$ cat config.mk
export PLATFORM = sky130hd
export DESIGN_NAME = mpu_attr_check
export DESIGN_NICKNAME = d
export VERILOG_FILES = /design/src/verilog/mpu_pkg.sv /design/src/verilog/attr_decode.sv /design/src/verilog/mpu_attr_check.sv /design/src/verilog/perm_check.sv
export SDC_FILE = /design/constraint.sdc
export NUM_CORES = 1
export LEC_CHECK = 0
export BUFFER_PORTS_ARGS = -buffer_cell sky130_fd_sc_hd__clkbuf_2
export CORE_MARGIN = 3
export CORE_UTILIZATION = 45
export DETAILED_ROUTE_END_ITERATION = 6
export GPL_ROUTABILITY_DRIVEN = 0
export PLACE_DENSITY = 0.74
export SKIP_CTS_REPAIR_TIMING = 1
export SYNTH_ARGS = -nofsm -noshare
export SYNTH_HDL_FRONTEND = slang
export SYNTH_SLANG_ARGS = --single-unit
$ cat constraint.sdc
create_clock -name aclk -period 3.57 [get_ports aclk]
set_input_delay 0 -clock aclk [delete_from_list [all_inputs] [get_ports aclk]]
set_output_delay 0 -clock aclk [all_outputs]
set_load 0.01 [all_outputs]
$ cat src/verilog/mpu_pkg.sv
// Purpose: Shared constants for the region attribute and permission checker
// Assumes: AXI4-Lite register access, 32-bit data, one clock
// Notes: Offsets are byte addresses on the register bus
//
// Overview of operation
// - An access forbidden by the region permissions gives a fault.
// - Extension 000, C=B=0 strongly ordered; B=1 device; both shareable.
// - Extension 000, C=1 normal, sharing from S; B=0 write-through.
// - Extension 001, C=B=1 normal write-back read/write allocate.
// - Extension top bit set: normal, outer from low bits, inner C,B.
// - Policy 00 none, 01 WB allocate, 10 WT, 11 WB no allocate.
// - Permission 000 faults every access.
// - Permission 001 privileged only; 011 full access.
// - Permission 010 faults only unprivileged writes.
// - Permission 101 allows privileged reads only.
// - Permission 110 and 111 are read-only for both levels.
// - A violation raises the memory management fault exception.
// - The fault cause is recorded in a readable fault status register.
// - Decoded cache and share attributes do not steer any behaviour.
// - Overlapping regions 0-7: highest numbered enabled hit wins.
package mpu_pkg;
  localparam int ADDR_W = 8;
  localparam int NUM_REGIONS = 8;
  // Register offsets
  localparam logic [7:0] OFF_CTRL = 8'h00;
  localparam logic [7:0] OFF_REGION_SEL = 8'h04;
  localparam logic [7:0] OFF_REGION_ATTR = 8'h08;
  localparam logic [7:0] OFF_FAULT_STATUS = 8'h0c;
  localparam logic [7:0] OFF_IRQ_MASK = 8'h10;
  // Attribute register field positions
  localparam int ATTR_EN_BIT = 0;
  localparam int ATTR_B_BIT = 16;
  localparam int ATTR_C_BIT = 17;
  localparam int ATTR_S_BIT = 18;
  localparam int ATTR_TYPE_LSB = 19;
  localparam int ATTR_PERM_LSB = 24;
  // Fault status fields
  localparam int FS_READ_BIT = 0;
  localparam int FS_WRITE_BIT = 1;
  localparam int FS_UNPRIV_BIT = 2;
  localparam int FS_NOREGION_BIT = 3;
  localparam int FS_REGION_LSB = 8;
  localparam int FS_EVENTS = 4;
  localparam logic [31:0] RESET_VALUE = 32'h0000_0000;
  // Bus responses
  localparam logic [1:0] RESP_OKAY = 2'h0;
  localparam logic [1:0] RESP_DECERR = 2'h3;
  // Cache policy codes
  localparam logic [1:0] POL_NONCACHE = 2'h0;
  localparam logic [1:0] POL_WB_ALLOC = 2'h1;
  localparam logic [1:0] POL_WT = 2'h2;
  localparam logic [1:0] POL_WB_NOALLOC = 2'h3;
  // Permission codes
  localparam logic [2:0] PERM_NONE = 3'h0;
  localparam logic [2:0] PERM_PRIV_RW = 3'h1;
  localparam logic [2:0] PERM_USER_RO = 3'h2;
  localparam logic [2:0] PERM_FULL = 3'h3;
  localparam logic [2:0] PERM_RESERVED = 3'h4;
  localparam logic [2:0] PERM_PRIV_RO = 3'h5;
  localparam logic [2:0] PERM_RO_A = 3'h6;
  localparam logic [2:0] PERM_RO_B = 3'h7;
  typedef enum logic [3:0] {
    MT_STRONG = 4'h1,
    MT_DEVICE = 4'h2,
    MT_NORMAL = 4'h4,
    MT_RESERVED = 4'h8
  } mem_type_e;
endpackage

$ cat src/verilog/attr_decode.sv
// Purpose: Decode type extension, S, C and B into memory type and policy
// Assumes: Purely combinational, fed from the highest enabled hit region
// Notes: Results are informational only on a cacheless single core
module attr_decode
  import mpu_pkg::*;
(
  input wire logic [2:0] type_extension_field,
  input wire logic s_bit,
  input wire logic c_bit,
  input wire logic b_bit,
  output mem_type_e mem_type,
  output logic shareable,
  output logic [1:0] inner_policy_bits,
  output logic [1:0] outer_policy_bits
);
  // Inner policy comes straight from C,B for extension 000 with C=1 and for top-bit encodings
  wire logic [1:0] cb = {c_bit, b_bit};
  wire logic ext_top = type_extension_field[2];
  wire logic ext0 = (type_extension_field == 3'h0);
  wire logic ext1 = (type_extension_field == 3'h1);
  wire logic ext2 = (type_extension_field == 3'h2);
  wire logic is_strong = ext0 && (cb == 2'h0);
  wire logic is_dev0 = ext0 && (cb == 2'h1);
  wire logic is_norm0 = ext0 && c_bit;
  wire logic is_nc1 = ext1 && (cb == 2'h0);
  wire logic is_wb1 = ext1 && (cb == 2'h3);
  wire logic is_dev2 = ext2 && (cb == 2'h0);
  wire logic is_normal = ext_top || is_norm0 || is_nc1 || is_wb1;

  // Memory type; anything not listed is reserved
  assign mem_type = is_strong ? MT_STRONG :
                    (is_dev0 || is_dev2) ? MT_DEVICE :
                    is_normal ? MT_NORMAL : MT_RESERVED;
  // S is ignored for strongly ordered and device encodings
  assign shareable = (is_strong || is_dev0) ? 1'b1 :
                     is_normal ? s_bit : 1'b0;
  // Policy codes share one table for inner and outer
  assign inner_policy_bits = ext_top ? cb :
                             is_norm0 ? cb :
                             is_wb1 ? POL_WB_ALLOC : POL_NONCACHE;
  assign outer_policy_bits = ext_top ? type_extension_field[1:0] :
                             is_norm0 ? cb :
                             is_wb1 ? POL_WB_ALLOC : POL_NONCACHE;
endmodule

$ cat src/verilog/mpu_attr_check.sv
// Purpose: Region attribute table, access check and fault reporting
// Assumes: Address matching outside gives a per-region hit vector
// Notes: One access answered per cycle, one cycle after it is presented
module mpu_attr_check
  import mpu_pkg::*;
(
  input wire logic aclk,
  input wire logic aresetn,
  input wire logic [ADDR_W-1:0] s_axi_awaddr,
  input wire logic s_axi_awvalid,
  output logic s_axi_awready,
  input wire logic [31:0] s_axi_wdata,
  input wire logic [3:0] s_axi_wstrb,
  input wire logic s_axi_wvalid,
  output logic s_axi_wready,
  output logic [1:0] s_axi_bresp,
  output logic s_axi_bvalid,
  input wire logic s_axi_bready,
  input wire logic [ADDR_W-1:0] s_axi_araddr,
  input wire logic s_axi_arvalid,
  output logic s_axi_arready,
  output logic [31:0] s_axi_rdata,
  output logic [1:0] s_axi_rresp,
  output logic s_axi_rvalid,
  input wire logic s_axi_rready,
  input wire logic acc_valid,
  input wire logic acc_priv,
  input wire logic acc_write,
  input wire logic [NUM_REGIONS-1:0] acc_region_hit,
  output logic resp_valid,
  output logic resp_fault,
  output logic resp_hit,
  output logic [2:0] resp_region,
  output mem_type_e resp_mem_type,
  output logic resp_shareable,
  output logic [1:0] resp_inner_policy,
  output logic [1:0] resp_outer_policy,
  output logic mm_fault_exc,
  output logic irq
);
  ////////////////////////////////////////////////////////////////////////
  // Register state
  logic prot_enable_r;
  logic [2:0] region_sel_r;
  logic [NUM_REGIONS-1:0] region_en_r;
  logic [2:0] type_extension_field_r [NUM_REGIONS];
  logic [2:0] access_permission_field_r [NUM_REGIONS];
  logic [NUM_REGIONS-1:0] s_r;
  logic [NUM_REGIONS-1:0] c_r;
  logic [NUM_REGIONS-1:0] b_r;
  logic [FS_EVENTS-1:0] memory_fault_status_reg;
  logic [FS_EVENTS-1:0] fault_status_nxt;
  logic [2:0] fault_region_r;
  logic [FS_EVENTS-1:0] irq_mask_r;

  // Write and read channel state
  logic aw_got_r;
  logic w_got_r;
  logic [ADDR_W-1:0] awaddr_r;
  logic [31:0] wdata_r;
  logic [3:0] wstrb_r;
  logic bvalid_r;
  logic [1:0] bresp_r;
  logic rvalid_r;
  logic [31:0] rdata_r;
  logic [1:0] rresp_r;

  ////////////////////////////////////////////////////////////////////////
  // Write decode; address and data may arrive in either order
  wire logic aw_take = s_axi_awvalid && s_axi_awready;
  wire logic w_take = s_axi_wvalid && s_axi_wready;
  wire logic do_write = aw_got_r && w_got_r && !bvalid_r;
  wire logic wr_ctrl = do_write && (awaddr_r == OFF_CTRL);
  wire logic wr_sel = do_write && (awaddr_r == OFF_REGION_SEL);
  wire logic wr_attr = do_write && (awaddr_r == OFF_REGION_ATTR);
  wire logic wr_fs = do_write && (awaddr_r == OFF_FAULT_STATUS);
  wire logic wr_mask = do_write && (awaddr_r == OFF_IRQ_MASK);
  wire logic wr_hit = wr_ctrl || wr_sel || wr_attr || wr_fs || wr_mask;
  // Fields live in bytes 0, 2 and 3, so each lane is honoured separately
  wire logic lane0 = wstrb_r[0];
  wire logic lane2 = wstrb_r[2];
  wire logic lane3 = wstrb_r[3];

  assign s_axi_awready = !aw_got_r && !bvalid_r;
  assign s_axi_wready = !w_got_r && !bvalid_r;
  assign s_axi_bvalid = bvalid_r;
  assign s_axi_bresp = bresp_r;

  // Hold address and data until both are in, then answer
  always_ff @(posedge aclk) begin
    if (!aresetn) begin
      aw_got_r <= 1'b0;
      w_got_r <= 1'b0;
      awaddr_r <= '0;
      wdata_r <= RESET_VALUE;
      wstrb_r <= 4'h0;
      bvalid_r <= 1'b0;
      bresp_r <= RESP_OKAY;
    end else begin
      if (aw_take) begin
        aw_got_r <= 1'b1;
        awaddr_r <= s_axi_awaddr;
      end
      if (w_take) begin
        w_got_r <= 1'b1;
        wdata_r <= s_axi_wdata;
        wstrb_r <= s_axi_wstrb;
      end
      if (do_write) begin
        aw_got_r <= 1'b0;
        w_got_r <= 1'b0;
        bvalid_r <= 1'b1;
        bresp_r <= wr_hit ? RESP_OKAY : RESP_DECERR;
      end else if (bvalid_r && s_axi_bready) begin
        bvalid_r <= 1'b0;
      end
    end
  end

  ////////////////////////////////////////////////////////////////////////
  // Control, selection and mask registers
  always_ff @(posedge aclk) begin
    if (!aresetn) begin
      prot_enable_r <= 1'b0;
      region_sel_r <= 3'h0;
      irq_mask_r <= '0;
    end else begin
      if (wr_ctrl && lane0) prot_enable_r <= wdata_r[0];
      if (wr_sel && lane0) region_sel_r <= wdata_r[2:0];
      if (wr_mask && lane0) irq_mask_r <= wdata_r[FS_EVENTS-1:0];
    end
  end

  // One attribute slot per region, written through the selector
  for (genvar i = 0; i < NUM_REGIONS; i++) begin : g_region
    wire logic wr_me = wr_attr && (region_sel_r == 3'(i));
    always_ff @(posedge aclk) begin
      if (!aresetn) begin
        region_en_r[i] <= 1'b0;
        b_r[i] <= 1'b0;
        c_r[i] <= 1'b0;
        s_r[i] <= 1'b0;
        type_extension_field_r[i] <= 3'h0;
        access_permission_field_r[i] <= PERM_NONE;
      end else if (wr_me) begin
        if (lane0) region_en_r[i] <= wdata_r[ATTR_EN_BIT];
        if (lane2) begin
          b_r[i] <= wdata_r[ATTR_B_BIT];
          c_r[i] <= wdata_r[ATTR_C_BIT];
          s_r[i] <= wdata_r[ATTR_S_BIT];
          type_extension_field_r[i] <= wdata_r[ATTR_TYPE_LSB +: 3];
        end
        if (lane3) begin
          access_permission_field_r[i] <= wdata_r[ATTR_PERM_LSB +: 3];
        end
      end
    end
  end

  ////////////////////////////////////////////////////////////////////////
  // Read side; one read outstanding, answered the cycle after it is taken
  wire logic ar_take = s_axi_arvalid && s_axi_arready;
  wire logic [2:0] rs = region_sel_r;
  wire logic [31:0] attr_word = {5'h0, access_permission_field_r[rs],
    2'h0, type_extension_field_r[rs], s_r[rs], c_r[rs], b_r[rs],
    15'h0, region_en_r[rs]};
  wire logic [31:0] fs_word = {21'h0, fault_region_r, 4'h0,
    memory_fault_status_reg};
  wire logic [31:0] rd_mux =
    (s_axi_araddr == OFF_CTRL) ? {31'h0, prot_enable_r} :
    (s_axi_araddr == OFF_REGION_SEL) ? {29'h0, region_sel_r} :
    (s_axi_araddr == OFF_REGION_ATTR) ? attr_word :
    (s_axi_araddr == OFF_FAULT_STATUS) ? fs_word :
    (s_axi_araddr == OFF_IRQ_MASK) ? {28'h0, irq_mask_r} : 32'h0;
  wire logic rd_hit = (s_axi_araddr == OFF_CTRL) ||
    (s_axi_araddr == OFF_REGION_SEL) || (s_axi_araddr == OFF_REGION_ATTR) ||
    (s_axi_araddr == OFF_FAULT_STATUS) || (s_axi_araddr == OFF_IRQ_MASK);

  assign s_axi_arready = !rvalid_r;
  assign s_axi_rvalid = rvalid_r;
  assign s_axi_rdata = rdata_r;
  assign s_axi_rresp = rresp_r;

  always_ff @(posedge aclk) begin
    if (!aresetn) begin
      rvalid_r <= 1'b0;
      rdata_r <= RESET_VALUE;
      rresp_r <= RESP_OKAY;
    end else if (ar_take) begin
      rvalid_r <= 1'b1;
      rdata_r <= rd_mux;
      rresp_r <= rd_hit ? RESP_OKAY : RESP_DECERR;
    end else if (rvalid_r && s_axi_rready) begin
      rvalid_r <= 1'b0;
    end
  end

  ////////////////////////////////////////////////////////////////////////
  // Region priority: scan upward so the highest enabled hit is kept
  function automatic logic [2:0] pick_top(
    input logic [NUM_REGIONS-1:0] hits
  );
    logic [2:0] idx;
    idx = 3'h0;
    for (int k = 0; k < NUM_REGIONS; k++) begin
      if (hits[k]) idx = 3'(k);
    end
    return idx;
  endfunction

  wire logic [NUM_REGIONS-1:0] live_hits = acc_region_hit & region_en_r;
  wire logic any_hit = |live_hits;
  wire logic [2:0] top = pick_top(live_hits);
  wire logic perm_fault;
  wire mem_type_e dec_type;
  wire logic dec_share;
  wire logic [1:0] dec_inner;
  wire logic [1:0] dec_outer;

  attr_decode u_decode (
    .type_extension_field(type_extension_field_r[top]),
    .s_bit(s_r[top]),
    .c_bit(c_r[top]),
    .b_bit(b_r[top]),
    .mem_type(dec_type),
    .shareable(dec_share),
    .inner_policy_bits(dec_inner),
    .outer_policy_bits(dec_outer)
  );

  perm_check u_perm (
    .access_permission_field(access_permission_field_r[top]),
    .priv(acc_priv),
    .write(acc_write),
    .fault(perm_fault)
  );

  // Outside every region only privileged code may pass
  wire logic bg_fault = !any_hit && !acc_priv;
  wire logic chk_fault = prot_enable_r &&
                         (any_hit ? perm_fault : bg_fault);
  wire logic new_fault = acc_valid && chk_fault;

  ////////////////////////////////////////////////////////////////////////
  // Access answer, registered; attributes are reported but never gate
  // the access, since there is no cache to act on them
  always_ff @(posedge aclk) begin
    if (!aresetn) begin
      resp_valid <= 1'b0;
      resp_fault <= 1'b0;
      resp_hit <= 1'b0;
      resp_region <= 3'h0;
      resp_mem_type <= MT_NORMAL;
      resp_shareable <= 1'b0;
      resp_inner_policy <= POL_NONCACHE;
      resp_outer_policy <= POL_NONCACHE;
      mm_fault_exc <= 1'b0;
    end else begin
      resp_valid <= acc_valid;
      resp_fault <= new_fault;
      mm_fault_exc <= new_fault;
      if (acc_valid) begin
        resp_hit <= any_hit;
        resp_region <= top;
        // Background accesses report plain normal memory
        resp_mem_type <= any_hit ? dec_type : MT_NORMAL;
        resp_shareable <= any_hit && dec_share;
        resp_inner_policy <= any_hit ? dec_inner : POL_NONCACHE;
        resp_outer_policy <= any_hit ? dec_outer : POL_NONCACHE;
      end
    end
  end

  ////////////////////////////////////////////////////////////////////////
  // Fault cause capture; a new cause wins over a clearing write
  wire logic [FS_EVENTS-1:0] fs_set = {
    new_fault && !any_hit, new_fault && !acc_priv,
    new_fault && acc_write, new_fault && !acc_write};
  wire logic [FS_EVENTS-1:0] fs_clr =
    (wr_fs && lane0) ? wdata_r[FS_EVENTS-1:0] : '0;

  assign fault_status_nxt = (memory_fault_status_reg & ~fs_clr) | fs_set;
  assign irq = |(memory_fault_status_reg & irq_mask_r);

  always_ff @(posedge aclk) begin
    if (!aresetn) begin
      memory_fault_status_reg <= '0;
      fault_region_r <= 3'h0;
    end else begin
      memory_fault_status_reg <= fault_status_nxt;
      if (new_fault) fault_region_r <= top;
    end
  end

  wire logic [2:0] cur_perm = access_permission_field_r[top];
  wire logic chk_on = acc_valid && prot_enable_r && any_hit;
endmodule

$ cat src/verilog/perm_check.sv
// Purpose: Judge one access against a region permission code
// Assumes: Purely combinational
// Notes: The reserved code is treated as no access, the safe choice
module perm_check
  import mpu_pkg::*;
(
  input wire logic [2:0] access_permission_field,
  input wire logic priv,
  input wire logic write,
  output logic fault
);
  // One fault term per permission code except 011; 110 and 111 share f_ro
  wire logic f_none = (access_permission_field == PERM_NONE);
  wire logic f_priv = (access_permission_field == PERM_PRIV_RW) &&
                      !priv;
  wire logic f_user = (access_permission_field == PERM_USER_RO) && !priv &&
                      write;
  wire logic f_rsvd = (access_permission_field == PERM_RESERVED);
  wire logic f_pro = (access_permission_field == PERM_PRIV_RO) &&
                     (write || !priv);
  wire logic f_ro = ((access_permission_field == PERM_RO_A) ||
                     (access_permission_field == PERM_RO_B)) && write;

  // Code 011 contributes no term: full access
  assign fault = f_none || f_priv || f_user || f_rsvd || f_pro || f_ro;
endmodule
==> impl_metrics.env <==
export IMPL_die_h_um=139.0
export IMPL_finalMaxSlewViolations=0
export IMPL_setup_ws_ns=0.3744
export IMPL_start_kind="register"
export IMPL_cts_buffers=17
export IMPL_critical_path_slowest_cell="a32oi_4"
export IMPL_synth_yosys_seq_area_share=0.4603
export IMPL_dpl_hpwl_mm=15.11
export IMPL_reg2reg_from="region_en_r[3]$_SDFFE_PN0P_"
export IMPL_crit_chain="a22o_1, a31o_4, a32oi_4, mux4_2, nand2_1, a21oi_1, nor3_1, nor3_4, o221a_1"
export IMPL_pwr_share_comb=0.061
export IMPL_pwr_share_clk=0.443
export IMPL_dieArea_um2=19320
export IMPL_clockBufferDepth=2
export IMPL_clk_latency_ns=0.42
export IMPL_maxCapViolCount=0
export IMPL_detail_route_antenna_nets=0
export IMPL_wl_met2_mm=9.006
export IMPL_rsz0062_at_grt="no"
export IMPL_placement_io_buffers=91
export IMPL_critPathMaxFanout=15
export IMPL_p_leak_nw=3.716
export IMPL_synth_async_reset_ratio=0
export IMPL_max_slew_margin=0.2779
export IMPL_finalHoldViolCount=0
export IMPL_fin_crit_sh=0.8951
export IMPL_top_layer="met4"
export IMPL_worst_pin_slew_ns=1.082
export IMPL_switching_power_mw=0.9306
export IMPL_postSynthAreaPerCell_um2=9.532
export IMPL_grt_antenna_before_repair=0
export IMPL_cts_root_buf="clkbuf_16"
export IMPL_min_path_cells=4
export IMPL_fin_util=0.5536
export IMPL_start_util=0.4699
export IMPL_placementRows=47
export IMPL_setup_viol=0
export IMPL_yosys_warnings=0
export IMPL_period_minus_slack_ns=3.196
export IMPL_power_frac_seq=0.496
export IMPL_grt_start_max_net_pins=64
export IMPL_clkTransAtPathRegs_ns=0.06
export IMPL_die_x_um=139.0
export IMPL_wl_mm=20.58
export IMPL_p_per_area_nw_per_um2=420.1
export IMPL_swShare=0.2363
export IMPL_cp_required_ns=3.88
export IMPL_grt_use_total=0.2131
export IMPL_worst_clock_skew_ns=0.007668
export IMPL_cts_tree="done"
export IMPL_wl_per_cell_um=17.59
export IMPL_crit_start="region_en_r[3]$_SDFFE_PN0P_"
export IMPL_fin_nets=1007
export IMPL_netlist_area_um2=7959
export IMPL_total_power_mw=3.938
export IMPL_r2r_end="fault_region_r[2]$_SDFFE_PN0P_"
export IMPL_post_route_cells_drive_above_1_share=0.1832
export IMPL_fmaxAchievable_ghz=0.3129
export IMPL_h_tree_depth=4
export IMPL_critPathCaptureType="register"
export IMPL_syn2layout_area_growth_pct=17.80
export IMPL_cts_num_sinks=159
export IMPL_ios=128
export IMPL_cp_arrival_ns=3.51
export IMPL_ys_seq_elements=159
export IMPL_hold_path_class="input port to register"
export IMPL_p_int_mw=3.008
export IMPL_worstSetupPathType="register to register"
export IMPL_seq_area_um2=3664
export IMPL_first_pass_iters=6
export IMPL_diodes=0
export IMPL_ir_drop_mv=0.3124
export IMPL_first_global_vias=6309
export IMPL_wl_met1_mm=9.412
export IMPL_synth_main_ff_cell="dfxtp_1"
export IMPL_fillerInstances=1530
export IMPL_ys_types=62
export IMPL_status="finished, final reports clean"
export IMPL_grt_overflow=0
export IMPL_grt_first_pass_wirelength_mm=33.31
export IMPL_setup_tns_ns=0
export IMPL_slowest_delay_ns=0.68
export IMPL_min_to="s_axi_rdata[0]$_SDFFE_PN0P_"
export IMPL_drcViolationCount=0
export IMPL_hp_start="s_axi_araddr[3]"
export IMPL_drt_iter0_markers=630
export IMPL_vias=6626
export IMPL_synth_cells=835
export IMPL_r2r_cells=9
export IMPL_dp_slack_ns=0.3724
export IMPL_synth_edf_count=48
export IMPL_r2r_slack_ns=0.37
export IMPL_met3_length_mm=1.831
export IMPL_multiInputGateArea_um2=3968
export IMPL_coreArea_um2=16940
export IMPL_vias_per_cell=5.663
## cell type report
type / instances / share of cell area
multi-input cells: 611 / 0.4232
clock inverters: 12 / 0.01161
well taps: 220 / 0.02936
flip-flops and latches: 159 / 0.3908
repair buffers: 134 / 0.09075
inverters: 14 / 0.005605
clock buffers: 20 / 0.04871
## worst max path at each step
stage | endpoint | slack [ns] | cells after the start
after floorplan | fault_region_r[2]$_SDFFE_PN0P_ | 1.02 | 9
after global placement | fault_region_r[2]$_SDFFE_PN0P_ | 0.47 | 9
after detailed placement | fault_region_r[2]$_SDFFE_PN0P_ | 0.37 | 9
after CTS | fault_region_r[2]$_SDFFE_PN0P_ | 0.39 | 9
after global routing | fault_region_r[2]$_SDFFE_PN0P_ | 0.23 | 9
final | fault_region_r[2]$_SDFFE_PN0P_ | 0.37 | 9
## cells in the final DEF (no fill, tap or decap), types with 23 or more instances in the layout
master,synthesis,final
clkbuf_2,0,90
mux2i_1,31,31
nand2_1,156,156
dlygate4sd3_1,0,29
a22o_1,27,27
edfxtp_1,48,48
mux4_2,23,23
and3_1,28,28
nand3_1,34,34
o21ai_0,29,29
a21boi_0,45,45
dfxtp_1,111,111
nor2_1,68,68
## worst max-delay path: cells and delay by family, from the launching register on
kind	cells	cell delay, ns
AO/OA/AOI/OAI	5	1.55
flip-flops	1	0.37
multiplexers	1	0.59
AND/OR/NAND/NOR	3	0.57
## kinds of logic after synthesis
family,after synthesis,share of synthesized area
XOR/XNOR,3,0.003302
buffers and inverters,80,0.04873
flip-flops,159,0.4603
multiplexers,57,0.1083
AND/OR/NAND/NOR,362,0.2113
other,1,0.0004712
AO/OA/AOI/OAI,173,0.1676
## synthesized netlist by cell type (9+ instances only)
master / n / area, um2
nand3_1: 34 / 170.2
and3_1: 28 / 175.2
a22o_1: 27 / 236.5
a21boi_0: 45 / 337.8
mux2i_1: 31 / 310.3
inv_1: 14 / 52.55
mux4_2: 23 / 518.0
dfxtp_1: 111 / 2222
clkbuf_1: 34 / 127.6
nor2_1: 68 / 255.2
buf_4: 21 / 157.7
nand2_1: 156 / 585.6
o21ai_0: 29 / 145.1
a21oi_1: 11 / 55.05
nor2b_1: 19 / 118.9
edfxtp_1: 48 / 1441
and2_1: 21 / 131.4
buf_1: 9 / 33.78
## per-stage QoR
stage / cells / hold WS (ns) / instance area [um2]
floorplan: 850 / 0.1341 / 8015
global placement: 1109 / 0.2358 / 8519
detailed placement: 1109 / 0.2432 / 8519
CTS: 1141 / -0.2060 / 9085
global route: 1170 / 0.05142 / 9375
finish: 1170 / 0.01948 / 9375
## layer usage
layer / up-vias / GRT usage
met5: - / 0
met4: 0 / 0.05098
met3: 31 / 0.05517
met2: 288 / 0.3257
met1: 3131 / 0.3052
li1: 3176 / -
## power groups by stage
stage | sequential [mW] | clock (mW) | combinational [mW]
2_1_floorplan | 1.97 | 0 | 0.161
3_3_place_gp | 1.99 | 0 | 0.211
3_5_place_dp | 1.99 | 0 | 0.214
4_1_cts | 1.95 | 1.76 | 0.215
5_1_grt | 1.96 | 1.84 | 0.270
6_report | 1.95 | 1.74 | 0.240
Power figures use the tool's default switching activity.
